$ cat src/core/cell_balance_pkg.sv
/*
 Shared constants for the cell balance controller: cell count, bank split,
 register map, reset values, timing and command codes.
 Assumes a 100 MHz clock and word-aligned 32-bit AHB-Lite register access.
*/
package cell_balance_pkg;
	localparam int NUM_CELLS = 15;
	localparam int CELL_AW = 4;
	localparam int VOLT_W = 16;
	localparam int SUM_W = 32;
	localparam logic [CELL_AW-1:0] LOW_FIRST = 4'h0;
	localparam logic [CELL_AW-1:0] LOW_LAST = 4'h7;
	localparam logic [CELL_AW-1:0] UP_FIRST = 4'h8;
	localparam logic [CELL_AW-1:0] UP_LAST = 4'he;
	localparam int CLK_MHZ = 100;
	localparam int TICK_US = 1000;
	localparam int TICK_CYCLES = CLK_MHZ * TICK_US;
	// Register byte offsets
	localparam logic [7:0] CTRL_OFS = 8'h00;
	localparam logic [7:0] FWD_TH_OFS = 8'h04;
	localparam logic [7:0] REV_TH_OFS = 8'h08;
	localparam logic [7:0] OVS_OFS = 8'h0c;
	localparam logic [7:0] ON_TIME_OFS = 8'h10;
	localparam logic [7:0] RELAX_OFS = 8'h14;
	localparam logic [7:0] STATUS_OFS = 8'h18;
	localparam logic [7:0] MEAN_OFS = 8'h1c;
	localparam logic [7:0] BOARD_ID_OFS = 8'h20;
	localparam logic [7:0] CELL_BASE_OFS = 8'h40;
	// Control fields
	localparam int CTRL_MON_BIT = 0;
	localparam int CTRL_BAL_BIT = 1;
	localparam int CTRL_ID_LSB = 8;
	localparam int BOARD_ID_W = 8;
	// Reset values
	localparam logic [VOLT_W-1:0] FWD_TH_RST = 16'h0002;
	localparam logic [VOLT_W-1:0] REV_TH_RST = 16'h0004;
	localparam logic [6:0] OVS_RST = 7'h20;
	localparam logic [15:0] ON_TIME_RST = 16'h0064;
	localparam logic [15:0] RELAX_RST = 16'h00c8;
	localparam logic [BOARD_ID_W-1:0] BOARD_ID_RST = 8'h01;
	// Sampling time per oversample, in milliseconds of ticks
	localparam logic [15:0] SAMPLE_MS_PER_OVS = 16'h0002;
	typedef enum logic [1:0] {DIR_NONE, DIR_CHARGE, DIR_DISCHARGE} dir_t;
endpackage

$ cat src/core/cell_balance_controller.sv
/*
 Cell balance controller: registers over AHB-Lite, sampling, mean and
 per-bank selection with hysteresis, on-time and relaxation timing.
 Assumes a CAN receiver outside that writes the registers on behalf of
 the master, and an ADC front end delivering sample_valid_i/sample_data_i.
*/
// Chosen here: the AHB-Lite slave port and the placing of the registers.
`timescale 1ns/1ps
// How it works
// - Idle until monitor command, then sample
// - Stored cell voltages readable on request
// - Mean computed, furthest deviation found
// - Below threshold: monitor only, no current
// - Beyond threshold: per bank, charge furthest cell if low, discharge if high
// - Keep balancing furthest cell until within
// - Two bank channels run concurrently
// - Banks are cells 0-7 and 8-14
// - Settled bank idles, resumes past threshold
// - Oversampled sampling starts each cycle
// - Apply action for configured on-time
// - Relax time shortened by sampling time
// - Forward threshold smaller than reverse
// - Reversal makes new direction the forward
// - Both thresholds are configurable
// - Same direction beyond forward: select again
// - Opposite below reverse: no action
// - Parameters written and applied by master
// - Control commands obeyed only for own board identifier
module cell_balance_controller
	import cell_balance_pkg::*;
(
	// Clock and reset
	input wire logic clock_i,
	input wire logic rst_i,
	// AHB-Lite slave
	input wire logic hsel_i,
	input wire logic [31:0] haddr_i,
	input wire logic [1:0] htrans_i,
	input wire logic hwrite_i,
	input wire logic [2:0] hsize_i,
	input wire logic [31:0] hwdata_i,
	input wire logic hready_i,
	output logic [31:0] hrdata_o,
	output logic hreadyout_o,
	output logic hresp_o,
	// Measurement front end
	output logic [cell_balance_pkg::CELL_AW-1:0] sample_cell_o,
	output logic sample_req_o,
	input wire logic sample_valid_i,
	input wire logic [cell_balance_pkg::VOLT_W-1:0] sample_data_i,
	// Balancing engine, one channel per bank
	output logic low_en_o,
	output logic [cell_balance_pkg::CELL_AW-1:0] low_cell_o,
	output logic low_charge_o,
	output logic up_en_o,
	output logic [cell_balance_pkg::CELL_AW-1:0] up_cell_o,
	output logic up_charge_o
);
	import cell_balance_pkg::*;

	typedef enum logic [2:0] {ST_OFF, ST_SAMPLE, ST_MEAN, ST_SELECT, ST_ON, ST_RELAX} state_t;

	// ****************************************
	// Registers and bus slave
	// ****************************************
	state_t state_reg;
	logic mon_reg, bal_reg;
	logic [VOLT_W-1:0] fwd_th_reg, rev_th_reg;
	logic [6:0] ovs_reg;
	logic [15:0] on_time_reg, relax_reg;
	logic [BOARD_ID_W-1:0] board_id_reg;
	logic [VOLT_W-1:0] mean_reg;
	logic dphase_reg, dwrite_reg, drd_pend_reg;
	logic [7:0] daddr_reg;
	logic [VOLT_W-1:0] mem_rdata;
	logic addr_ok;
	logic [CELL_AW-1:0] rd_cell;

	assign addr_ok = hsel_i && hready_i && htrans_i[1];
	assign rd_cell = CELL_AW'((haddr_i[7:0] - CELL_BASE_OFS) >> 2);

	always_ff @(posedge clock_i) begin
		if (rst_i) begin
			dphase_reg <= 1'b0;
			dwrite_reg <= 1'b0;
			daddr_reg <= '0;
		end else if (hready_i) begin
			dphase_reg <= addr_ok;
			dwrite_reg <= addr_ok && hwrite_i;
			daddr_reg <= haddr_i[7:0];
		end
	end

	logic id_match;
	assign id_match = hwdata_i[CTRL_ID_LSB +: BOARD_ID_W] == board_id_reg;
	always_ff @(posedge clock_i) begin
		if (rst_i) begin
			mon_reg <= 1'b0;
			bal_reg <= 1'b0;
			fwd_th_reg <= FWD_TH_RST;
			rev_th_reg <= REV_TH_RST;
			ovs_reg <= OVS_RST;
			on_time_reg <= ON_TIME_RST;
			relax_reg <= RELAX_RST;
			board_id_reg <= BOARD_ID_RST;
		end else if (dphase_reg && dwrite_reg) begin
			case (daddr_reg)
				CTRL_OFS: begin
					if (id_match) begin
						mon_reg <= hwdata_i[CTRL_MON_BIT] | hwdata_i[CTRL_BAL_BIT];
						bal_reg <= hwdata_i[CTRL_BAL_BIT];
					end
				end
				FWD_TH_OFS: fwd_th_reg <= hwdata_i[VOLT_W-1:0];
				REV_TH_OFS: rev_th_reg <= hwdata_i[VOLT_W-1:0];
				OVS_OFS: ovs_reg <= (hwdata_i[6:0] == 7'h00) ? 7'h01 : hwdata_i[6:0];
				ON_TIME_OFS: on_time_reg <= hwdata_i[15:0];
				RELAX_OFS: relax_reg <= hwdata_i[15:0];
				BOARD_ID_OFS: board_id_reg <= hwdata_i[BOARD_ID_W-1:0];
				default: begin
				end
			endcase
		end
	end

	// Reads take one wait state for cell memory
	always_ff @(posedge clock_i) begin
		if (rst_i) begin
			drd_pend_reg <= 1'b0;
			hreadyout_o <= 1'b1;
			hrdata_o <= '0;
			hresp_o <= 1'b0;
		end else if (addr_ok && !hwrite_i) begin
			drd_pend_reg <= 1'b1;
			hreadyout_o <= 1'b0;
		end else if (drd_pend_reg) begin
			drd_pend_reg <= 1'b0;
			hreadyout_o <= 1'b1;
			case (daddr_reg)
				CTRL_OFS: hrdata_o <= {16'h0000, board_id_reg, 6'h00, bal_reg, mon_reg};
				FWD_TH_OFS: hrdata_o <= {16'h0000, fwd_th_reg};
				REV_TH_OFS: hrdata_o <= {16'h0000, rev_th_reg};
				OVS_OFS: hrdata_o <= {25'h0000000, ovs_reg};
				ON_TIME_OFS: hrdata_o <= {16'h0000, on_time_reg};
				RELAX_OFS: hrdata_o <= {16'h0000, relax_reg};
				STATUS_OFS: hrdata_o <= {29'h00000000, 3'(state_reg)};
				MEAN_OFS: hrdata_o <= {16'h0000, mean_reg};
				BOARD_ID_OFS: hrdata_o <= {24'h000000, board_id_reg};
				default: begin
					if (daddr_reg >= CELL_BASE_OFS && daddr_reg < CELL_BASE_OFS + 8'(4 * NUM_CELLS)) begin
						hrdata_o <= {16'h0000, mem_rdata};
					end else begin
						hrdata_o <= '0;
					end
				end
			endcase
		end
	end

	// ****************************************
	// Timebase and cell store
	// ****************************************
	logic tick;
	tick_divider i_tick_divider (
		.clock_i(clock_i),
		.rst_i(rst_i),
		.tick_o(tick)
	);

	logic [CELL_AW-1:0] cell_reg;
	logic [6:0] ovs_cnt_reg;
	logic [VOLT_W+6:0] acc_reg;
	logic store_en;
	logic [VOLT_W-1:0] store_val;
	logic [VOLT_W-1:0] avg_volt [0:NUM_CELLS-1];

	assign store_en = state_reg == ST_SAMPLE && sample_valid_i && ovs_cnt_reg == ovs_reg - 7'h01;
	assign store_val = VOLT_W'(({7'h00, acc_reg} + {7'h00, sample_data_i}) / ovs_reg);

	cell_volt_mem i_cell_volt_mem (
		.clock_i(clock_i),
		.wr_en_i(store_en),
		.wr_addr_i(cell_reg),
		.wr_data_i(store_val),
		.rd_addr_i(rd_cell),
		.rd_data_o(mem_rdata)
	);

	// Working copy of averages used by selection
	always_ff @(posedge clock_i) begin
		if (store_en) begin
			avg_volt[cell_reg] <= store_val;
		end
	end

	// ****************************************
	// Cycle sequencer
	// ****************************************
	logic [15:0] time_reg;
	logic [15:0] samp_ms_reg;
	logic [SUM_W-1:0] sum_reg;
	logic [15:0] relax_left;

	assign relax_left = (relax_reg > samp_ms_reg) ? relax_reg - samp_ms_reg : 16'h0000;

	always_ff @(posedge clock_i) begin
		if (rst_i) begin
			state_reg <= ST_OFF;
			cell_reg <= '0;
			ovs_cnt_reg <= '0;
			acc_reg <= '0;
			time_reg <= '0;
			samp_ms_reg <= '0;
			sum_reg <= '0;
			mean_reg <= '0;
			sample_req_o <= 1'b0;
			sample_cell_o <= '0;
		end else begin
			case (state_reg)
				ST_OFF: begin
					if (mon_reg) begin
						state_reg <= ST_SAMPLE;
						cell_reg <= '0;
						ovs_cnt_reg <= '0;
						acc_reg <= '0;
						sum_reg <= '0;
						sample_req_o <= 1'b1;
						sample_cell_o <= '0;
					end
				end
				ST_SAMPLE: begin
					if (sample_valid_i) begin
						if (ovs_cnt_reg == ovs_reg - 7'h01) begin
							ovs_cnt_reg <= '0;
							acc_reg <= '0;
							sum_reg <= sum_reg + SUM_W'(store_val);
							if (cell_reg == CELL_AW'(NUM_CELLS - 1)) begin
								state_reg <= ST_MEAN;
								sample_req_o <= 1'b0;
							end else begin
								cell_reg <= cell_reg + 4'h1;
								sample_cell_o <= cell_reg + 4'h1;
							end
						end else begin
							ovs_cnt_reg <= ovs_cnt_reg + 7'h01;
							acc_reg <= acc_reg + 23'(sample_data_i);
						end
					end
				end
				ST_MEAN: begin
					mean_reg <= VOLT_W'(sum_reg / SUM_W'(NUM_CELLS));
					samp_ms_reg <= 16'(ovs_reg) * SAMPLE_MS_PER_OVS;
					state_reg <= bal_reg ? ST_SELECT : ST_OFF;
				end
				ST_SELECT: begin
					state_reg <= ST_ON;
					time_reg <= '0;
				end
				ST_ON: begin
					if (!mon_reg) begin
						state_reg <= ST_OFF;
					end else if (tick) begin
						if (time_reg + 16'h0001 >= on_time_reg) begin
							state_reg <= ST_RELAX;
							time_reg <= '0;
						end else begin
							time_reg <= time_reg + 16'h0001;
						end
					end
				end
				ST_RELAX: begin
					if (!mon_reg) begin
						state_reg <= ST_OFF;
					end else if (time_reg >= relax_left) begin
						state_reg <= ST_OFF;
					end else if (tick) begin
						time_reg <= time_reg + 16'h0001;
					end
				end
				default: state_reg <= ST_OFF;
			endcase
		end
	end

	// ****************************************
	// Per-bank selection with hysteresis
	// ****************************************
	function automatic logic [VOLT_W:0] deviation(input logic [VOLT_W-1:0] v, input logic [VOLT_W-1:0] m);
		deviation = (v >= m) ? {1'b1, v - m} : {1'b0, m - v};
	endfunction

	logic [CELL_AW-1:0] bank_first [0:1];
	logic [CELL_AW-1:0] bank_last [0:1];
	logic bank_en [0:1];
	logic [CELL_AW-1:0] bank_cell [0:1];
	logic bank_chg [0:1];
	assign bank_first[0] = LOW_FIRST;
	assign bank_last[0] = LOW_LAST;
	assign bank_first[1] = UP_FIRST;
	assign bank_last[1] = UP_LAST;

	for (genvar b = 0; b < 2; b++) begin : g_bank
		logic [CELL_AW-1:0] best;
		logic [VOLT_W-1:0] best_mag;
		logic best_high;
		logic [VOLT_W:0] d;
		dir_t last_dir_reg [0:NUM_CELLS-1];
		dir_t want, prev;
		logic pass;

		always_comb begin
			best = bank_first[b];
			best_mag = '0;
			best_high = 1'b0;
			d = '0;
			for (int i = 0; i < NUM_CELLS; i++) begin
				d = deviation(avg_volt[i], mean_reg);
				if (CELL_AW'(i) >= bank_first[b] && CELL_AW'(i) <= bank_last[b] && d[VOLT_W-1:0] > best_mag) begin
					best = CELL_AW'(i);
					best_mag = d[VOLT_W-1:0];
					best_high = d[VOLT_W];
				end
			end
		end

		assign want = best_high ? DIR_DISCHARGE : DIR_CHARGE;
		assign prev = last_dir_reg[best];
		assign pass = (prev == DIR_NONE || prev == want) ? best_mag > fwd_th_reg : best_mag > rev_th_reg;

		always_ff @(posedge clock_i) begin
			if (rst_i) begin
				bank_en[b] <= 1'b0;
				bank_cell[b] <= bank_first[b];
				bank_chg[b] <= 1'b0;
			end else if (state_reg == ST_SELECT) begin
				bank_en[b] <= pass;
				bank_cell[b] <= best;
				bank_chg[b] <= want == DIR_CHARGE;
			end else if (state_reg != ST_ON) begin
				bank_en[b] <= 1'b0;
			end
		end

		always_ff @(posedge clock_i) begin
			if (rst_i) begin
				for (int i = 0; i < NUM_CELLS; i++) begin
					last_dir_reg[i] <= DIR_NONE;
				end
			end else if (state_reg == ST_SELECT && pass) begin
				last_dir_reg[best] <= want;
			end
		end
	end

	always_ff @(posedge clock_i) begin
		if (rst_i) begin
			low_en_o <= 1'b0;
			low_cell_o <= LOW_FIRST;
			low_charge_o <= 1'b0;
			up_en_o <= 1'b0;
			up_cell_o <= UP_FIRST;
			up_charge_o <= 1'b0;
		end else begin
			low_en_o <= bank_en[0] && state_reg == ST_ON;
			low_cell_o <= bank_cell[0];
			low_charge_o <= bank_chg[0];
			up_en_o <= bank_en[1] && state_reg == ST_ON;
			up_cell_o <= bank_cell[1];
			up_charge_o <= bank_chg[1];
		end
	end
endmodule

$ cat src/core/cell_volt_mem.sv
/*
 Little memory holding the latest voltage of every cell.
 Assumes one write and one registered read per cycle.
*/
`timescale 1ns/1ps
module cell_volt_mem
	import cell_balance_pkg::*;
(
	// Clock
	input wire logic clock_i,
	// Write side
	input wire logic wr_en_i,
	input wire logic [cell_balance_pkg::CELL_AW-1:0] wr_addr_i,
	input wire logic [cell_balance_pkg::VOLT_W-1:0] wr_data_i,
	// Read side
	input wire logic [cell_balance_pkg::CELL_AW-1:0] rd_addr_i,
	output logic [cell_balance_pkg::VOLT_W-1:0] rd_data_o
);
	logic [VOLT_W-1:0] mem [0:NUM_CELLS-1];

	always_ff @(posedge clock_i) begin
		if (wr_en_i) begin
			mem[wr_addr_i] <= wr_data_i;
		end
	end

	always_ff @(posedge clock_i) begin
		if (rd_addr_i < CELL_AW'(NUM_CELLS)) begin
			rd_data_o <= mem[rd_addr_i];
		end else begin
			rd_data_o <= '0;
		end
	end
endmodule

$ cat src/core/tick_divider.sv
/*
 Millisecond enable divider.
 Assumes the 100 MHz system clock; emits a one-cycle pulse per tick.
*/
`timescale 1ns/1ps
module tick_divider
	import cell_balance_pkg::*;
(
	// Clock and reset
	input wire logic clock_i,
	input wire logic rst_i,
	// Tick
	output logic tick_o
);
	logic [16:0] count_reg;

	always_ff @(posedge clock_i) begin
		if (rst_i) begin
			count_reg <= '0;
			tick_o <= 1'b0;
		end else if (count_reg == 17'(TICK_CYCLES - 1)) begin
			count_reg <= '0;
			tick_o <= 1'b1;
		end else begin
			count_reg <= count_reg + 17'h00001;
			tick_o <= 1'b0;
		end
	end
endmodule

$ cat config.mk
export PLATFORM = sky130hd
export DESIGN_NAME = cell_balance_controller
export DESIGN_NICKNAME = d
export VERILOG_FILES = /design/src/core/cell_balance_pkg.sv /design/src/core/cell_balance_controller.sv /design/src/core/cell_volt_mem.sv /design/src/core/tick_divider.sv
export SDC_FILE = /design/constraint.sdc
export NUM_CORES = 2
export LEC_CHECK = 0
export ABC_AREA = 0
export BUFFER_PORTS_ARGS = -buffer_cell sky130_fd_sc_hd__buf_4
export CORE_MARGIN = 3
export CORE_UTILIZATION = 33
export DETAILED_ROUTE_END_ITERATION = 6
export PLACE_DENSITY = 0.5
export SLEW_MARGIN = 20
export SYNTH_ARGS = -nofsm -noshare
export SYNTH_HDL_FRONTEND = slang
export SYNTH_SLANG_ARGS = --single-unit
$ cat constraint.sdc
create_clock -name clock_i -period 99.3 [get_ports clock_i]
set_input_delay 9.93 -clock clock_i [delete_from_list [all_inputs] [get_ports clock_i]]
set_output_delay 9.93 -clock clock_i [all_outputs]
set_load 0.05 [all_outputs]
# == After elaboration in Yosys (flattened, before gate mapping) ==
# Memories as Yosys holds them, arrays and structs flattened. A register that Yosys moved wholly into a read port is not among the register bits.
# Index checks and enable logic that the tools add are counted.
# word_totals
register_bits,254
mem_bits_rw,552
in_bits,91
output_inout_bits,51
elab_cells,343
mem_count,7
# classes
n_addsub,40
div,2
n_lt_le_gt_ge,40
eq_ne,35
n_mux,141
n_bitwise,10
reduce_logical,41
# memory_table
memory,words,word_bits,read_ports,rd_clocked_by_memory_dff,wr,line_no,text
avg_volt,15,16,15,0,1,cell_balance_controller.sv:175,logic [VOLT_W-1:0] avg_volt [0:NUM_CELLS-1];
i_cell_volt_mem.mem,15,16,1,1,1,cell_volt_mem.sv:19,logic [VOLT_W-1:0] mem [0:NUM_CELLS-1];
g_bank[0].last_dir_reg,15,2,1,0,15,cell_balance_controller.sv:307,dir_t last_dir_reg [0:NUM_CELLS-1];
g_bank[1].last_dir_reg,15,2,1,0,15,cell_balance_controller.sv:307,
bank_cell,2,4,2,2,2,cell_balance_controller.sv:295,logic [CELL_AW-1:0] bank_cell [0:1];
bank_chg,2,1,2,2,2,cell_balance_controller.sv:296,logic bank_chg [0:1];
+1 memories,--,--,--,--,--,--,
# op_table
op,n
16-bit subtractor,30
16-bit 2-to-1 mux,23
32-bit case mux with 9 select lines,1
16-bit greater-or-equal comparator,17
16-bit > comparator,17
17-bit 2-to-1 mux,15
32-bit 2-to-1 mux,3
4-bit 2-to-1 mux,19
23-bit 2-to-1 mux,3
32-bit case mux with 2 select lines,1
1-bit 2-to-1 mux,52
16-bit case mux with 3 select lines,1
23-bit case mux with 2 select lines,1
32-bit by 16-bit adder with 32-bit output,1
32-bit by 4-bit divider with 32-bit output (second input constant),1
8-bit by 5-bit == test with 1-bit output (second input constant),4
16-bit by 1-bit > comparator with 1-bit output (second input constant),2
30-bit by 7-bit divider with 30-bit output,1
7-bit 2-to-1 mux,4
3-bit 2-to-1 mux,9
23-bit by 16-bit adder with 24-bit output,1
23-bit by 16-bit adder with 23-bit output,1
3-bit case mux with 6 select lines,1
17-bit by 1-bit adder with 17-bit output (second input constant),1
48 further kinds,100

# == Depth between registers and ports, before layout ==
# An unclocked memory read counts as a cell.
# depth
word_depth,29
mapped_depth,418
ltp_nobuf,391

# == Cells and area by module ==
# From an unflattened synthesis, not the netlist that was laid out.
# unflattened
hier_cells,9211
area_unflattened_um2,79169.7
# modules_own_cells
mod,n_inst,cells_each,area_per_inst_um2,seq_area_each_um2
cell_balance_controller,1,8627,68669.6,12972.4
cell_volt_mem,1,491,9678.0,7527.2
tick_divider,1,93,822.0,360.3

# == Least setup slack after synthesis ==
# No wires, ideal clock.
# synth_path
kind,input to register
from,input sample_data_i[3] in the netlist's numbering
to,register sum_reg[31]
setup_time_ps,128
arrival_ps,77677
required_ps,99172
path_slack_ps,21496
cell_stages,376
n_path_buf,27
cell_sequence,ha_1 -> o21ai_0 -> nor2_1 -> o21ai_0 -> a21o_1 -> a41o_1 -> a31oi_1 -> and2_1 -> ha_1 -> o211ai_1 -> a21oi_1 -> or2_1 -> clkbuf_1 -> o21ai_0 -> inv_1 -> ha_1 -> a21o_1 -> a21o_1 -> [... 340 more ...] -> a21o_1 -> a21oi_1 -> o21bai_1 -> a21oi_1 -> o21bai_1 -> a21oi_1 -> o21bai_1 -> a21oi_1 -> o21bai_1 -> a21oi_1 -> o21bai_1 -> a21oi_1 -> nor2b_1 -> o211ai_1 -> nor2_1 -> nand3_1 -> xor2_1 -> nor2_1
# synth_via
elab_chain_len,6
# synth_rtl
element,line_no,text
"start, declared",cell_balance_controller.sv:50,"input wire logic [cell_balance_pkg::VOLT_W-1:0] sample_data_i,"
23-bit by 16-bit adder with 24-bit output,cell_balance_controller.sv:178,"assign store_val = VOLT_W'(({7'h00, acc_reg} + {7'h00, sample_data_i}) / ovs_reg);"
30-bit by 7-bit divider with 30-bit output,cell_balance_controller.sv:178,
net i_cell_volt_mem.wr_data_i (one bit),cell_volt_mem.sv:14,"input wire logic [cell_balance_pkg::VOLT_W-1:0] wr_data_i,"
32-bit by 16-bit adder with 32-bit output,cell_balance_controller.sv:236,sum_reg <= sum_reg + SUM_W'(store_val);
32-bit 2-to-1 mux,cell_balance_controller.sv:233,if (ovs_cnt_reg == ovs_reg - 7'h01) begin
32-bit 2-to-1 mux,cell_balance_controller.sv:232,if (sample_valid_i) begin
32-bit case mux with 2 select lines,cell_balance_controller.sv:219,case (state_reg)
"end signal, assigned",cell_balance_controller.sv:236,
"end, declared",cell_balance_controller.sv:201,logic [SUM_W-1:0] sum_reg;
# The timed path passes the listed nets, and every way through them passes these cells. The select of a mux whose other input is x is not followed.
# A chain may end at the register's enable or synchronous reset.

# == Final worst setup path ==
# layout_path
from,input sample_data_i[1] in the netlist's numbering
to,register sum_reg[31]
# The elaborated chain is that of the path after synthesis.

==> reports/qor.csv <==
metric,value,unit
status,finished clean,
finalWirelength,268,mm
cpMostUsedCell,o21a_1,
dr.max_layer_used,met5,
drive_above_1_share,8.23,%
synthToLayoutAreaGrowth,8.97,%
fin_crit_sh,92.1,%
wire_per_inst,22.6,µm
fin_skew,0.0522,ns
clk_path_buf_depth,3,
syn_inst,8981,
setup_viol,0,
fp.dieW,474,µm
path_max_fanout,34,
yosysSeqAreaShare,18.9,%
via_per_inst,5.70,
fin_ws,7.84,ns
crit_arrival,92.02,ns
largest_reg_flops,224,
clk_latency,0.69,ns
place_ws,4.02,ns
cp-start-kind,input pin,
antenna_found_initial,11,
final_antenna_net_count,0,
cts_made_buffers,72,
relSlewSlack,27.3,%
cts_tree,done,
slew_viol_final,0,
port_buffers,78,
fin_crit,91.46,ns
cts_root_buf,clkbuf_16,
synthArstFlopShare,0,%
fill_cells,22500,
overflow,0,
avgSynthCellArea,8.06,µm²
cap_viol_max_count,0,
critical_path_class,in2reg,
synth_cell_types,145,
initialDrtViolationCount,5181,
clock_sinks,542,
hold_viol,0,
final_nets,10100,
synth_edf_count,280,
muxShareOfSynthArea,7.43,%
synth_fa_ha_area_share,18.4,%
cts_max_level,3,
die_h,474,µm
synthFlopType,edfxtp_1,
gp_congestion,0.941,
rows,171,
slowest_delay,0.73,ns
coreArea,218000,µm²
die_area,225000,µm²
start_util,33.3,%
tns,0,ns
hold_class,reg2reg,
drc_errors,0,
cp-end-kind,flop,
via_count,67600,
fmax,0.0109,GHz
required,99.86,ns
cpMaxStageDelayCell,or4b_2,
synth-compound-area-share,24.8,%
ys_ff_latch,542,
met2_length,126,mm
grt_pass1_wl,399,mm
path_clk_slew,0.06,ns
grt_max_degree,72,
synth_top_family_by_area,compound AO/OA/AOI/OAI gates,
postCtsHoldBufs,0,
drt-met1-wl,119,mm
tightest_slew,1.09,ns
synthSimpleGateAreaFrac,19.7,%
wl_met3,13.2,mm
netlist_area,72400,µm²
globalRouteTotalUtil,22.9,%
boundaryPins,142,
dr.pass1.iters,6,
yosys_warnings,0,
grt_pass1_vias,64600,
dp_hpwl,208,mm
fin_util,36.3,%
synth_xor_area_share,5.46,%
metal layers:
metal / track usage, % / vias up
li1: - / 32900
met1: 30.1 / 32600
met2: 38.7 / 1779
met3: 2.24 / 353
met4: 8.35 / 6
met5: 0 / -
critical path, delay by kind of cell:
family	cells	cell delay, ns
buffers and inverters	28	6.21
XOR/XNOR	1	0.16
AND/OR/NAND/NOR	122	29.80
AO/OA/AOI/OAI	185	36.74
adder cells (fa/ha/maj)	26	8.13
multiplexers	2	0.83
cells in the mapped netlist (62+ instances only):
library cell | n | area share [%]
nor2b_1 | 206 | 1.8
nand2_1 | 684 | 3.5
mux2i_1 | 254 | 3.5
a21o_1 | 379 | 3.9
inv_1 | 629 | 3.3
xor2_1 | 201 | 2.4
nor3_1 | 247 | 1.7
mux4_2 | 64 | 2.0
nand3_1 | 185 | 1.3
a21oi_1 | 787 | 5.4
a211oi_1 | 87 | 0.90
o31ai_1 | 89 | 0.92
edfxtp_1 | 280 | 12
and2_1 | 67 | 0.58
nand2b_1 | 170 | 1.5
dfxtp_1 | 262 | 7.2
ha_1 | 1006 | 17
o21bai_1 | 108 | 1.1
nand4_1 | 169 | 1.5
o21a_1 | 157 | 1.6
o21ai_0 | 433 | 3.0
a22oi_1 | 64 | 0.66
o211ai_1 | 62 | 0.64
clkbuf_1 | 263 | 1.4
and3_1 | 70 | 0.60
xnor2_1 | 250 | 3.0
nor2_1 | 689 | 3.6
mux2_2 | 112 | 1.7
kinds of logic (layout without fill, tap and decap cells):
logic type,Yosys count,count (layout)
simple gates,2821,2821
mux,440,440
fa+ha+maj,1046,1046
other cells,2,33
buf+inv,990,989
compound gates,2689,2689
flops,542,542
xor+xnor,451,451
per-stage QoR:
step                cells  area (µm²)  hold slack, ns
finish              11900       78900           0.451
global route        11900       78900           0.482
CTS                 11800       78700           0.458
detailed placement  11700       76300           0.442
global placement    11700       76200           0.441
floorplan            9003       72500           0.420
repair_timing:
action	in CTS	in global routing
buffers inserted	0	10
setup endpoints to repair	0	31
gates resized for setup	0	7
hold endpoints to repair	0	0
worst paths after layout:
path | cells past startpoint | slack (ns) | endpoint | startpoint
hold / removal | 1 | 0.45 | up_charge_o$_SDFF_PP0_ | bank_chg[1]$_SDFFCE_PN0P_
setup reg to reg | 382 | 10.59 | sum_reg[31]$_SDFFE_PP0P_ | ovs_reg[0]$_SDFFE_PP0P_
setup / recovery | 364 | 7.84 | sum_reg[31]$_SDFFE_PP0P_ | sample_data_i[1]
hold reg to reg | 1 | 0.45 | up_charge_o$_SDFF_PP0_ | bank_chg[1]$_SDFFCE_PN0P_
cell usage in the layout (no fill, tap or decap), drive strengths merged, types with 64 or more instances in the layout:
| master | instances |
|---|---|
| nor2 | 693 |
| nor3 | 256 |
| a211oi | 95 |
| xnor2 | 250 |
| nor2b | 206 |
| o21bai | 110 |
| nand3 | 189 |
| a21oi | 792 |
| nand2b | 170 |
| xor2 | 201 |
| clkbuf | 86 |
| o31ai | 91 |
| mux2i | 257 |
| and2 | 70 |
| nand2 | 685 |
| o21ai | 460 |
| and3 | 72 |
| nand4 | 172 |
| o211ai | 66 |
| o21a | 159 |
| mux2 | 119 |
| edfxtp | 280 |
| buf | 215 |
| mux4 | 64 |
| a21o | 379 |
| a22oi | 64 |
| inv | 645 |
| dfxtp | 262 |
| ha | 1006 |
cell type report:
type / instances / area [µm²] / area share (%)
flip-flops and latches: 542 / 13700 / 17.3
repair buffers: 216 / 1630 / 2.06
diodes: 9 / 22.5 / 0.0286
multi-input cells: 7471 / 55100 / 69.9
inverters: 640 / 2400 / 3.05
clock inverters: 48 / 532 / 0.674
well taps: 2854 / 3570 / 4.53
clock buffers: 85 / 1960 / 2.48
Power is not shown: default switching activity piles up to over one toggle a cycle in this logic, so the estimate is an artifact.
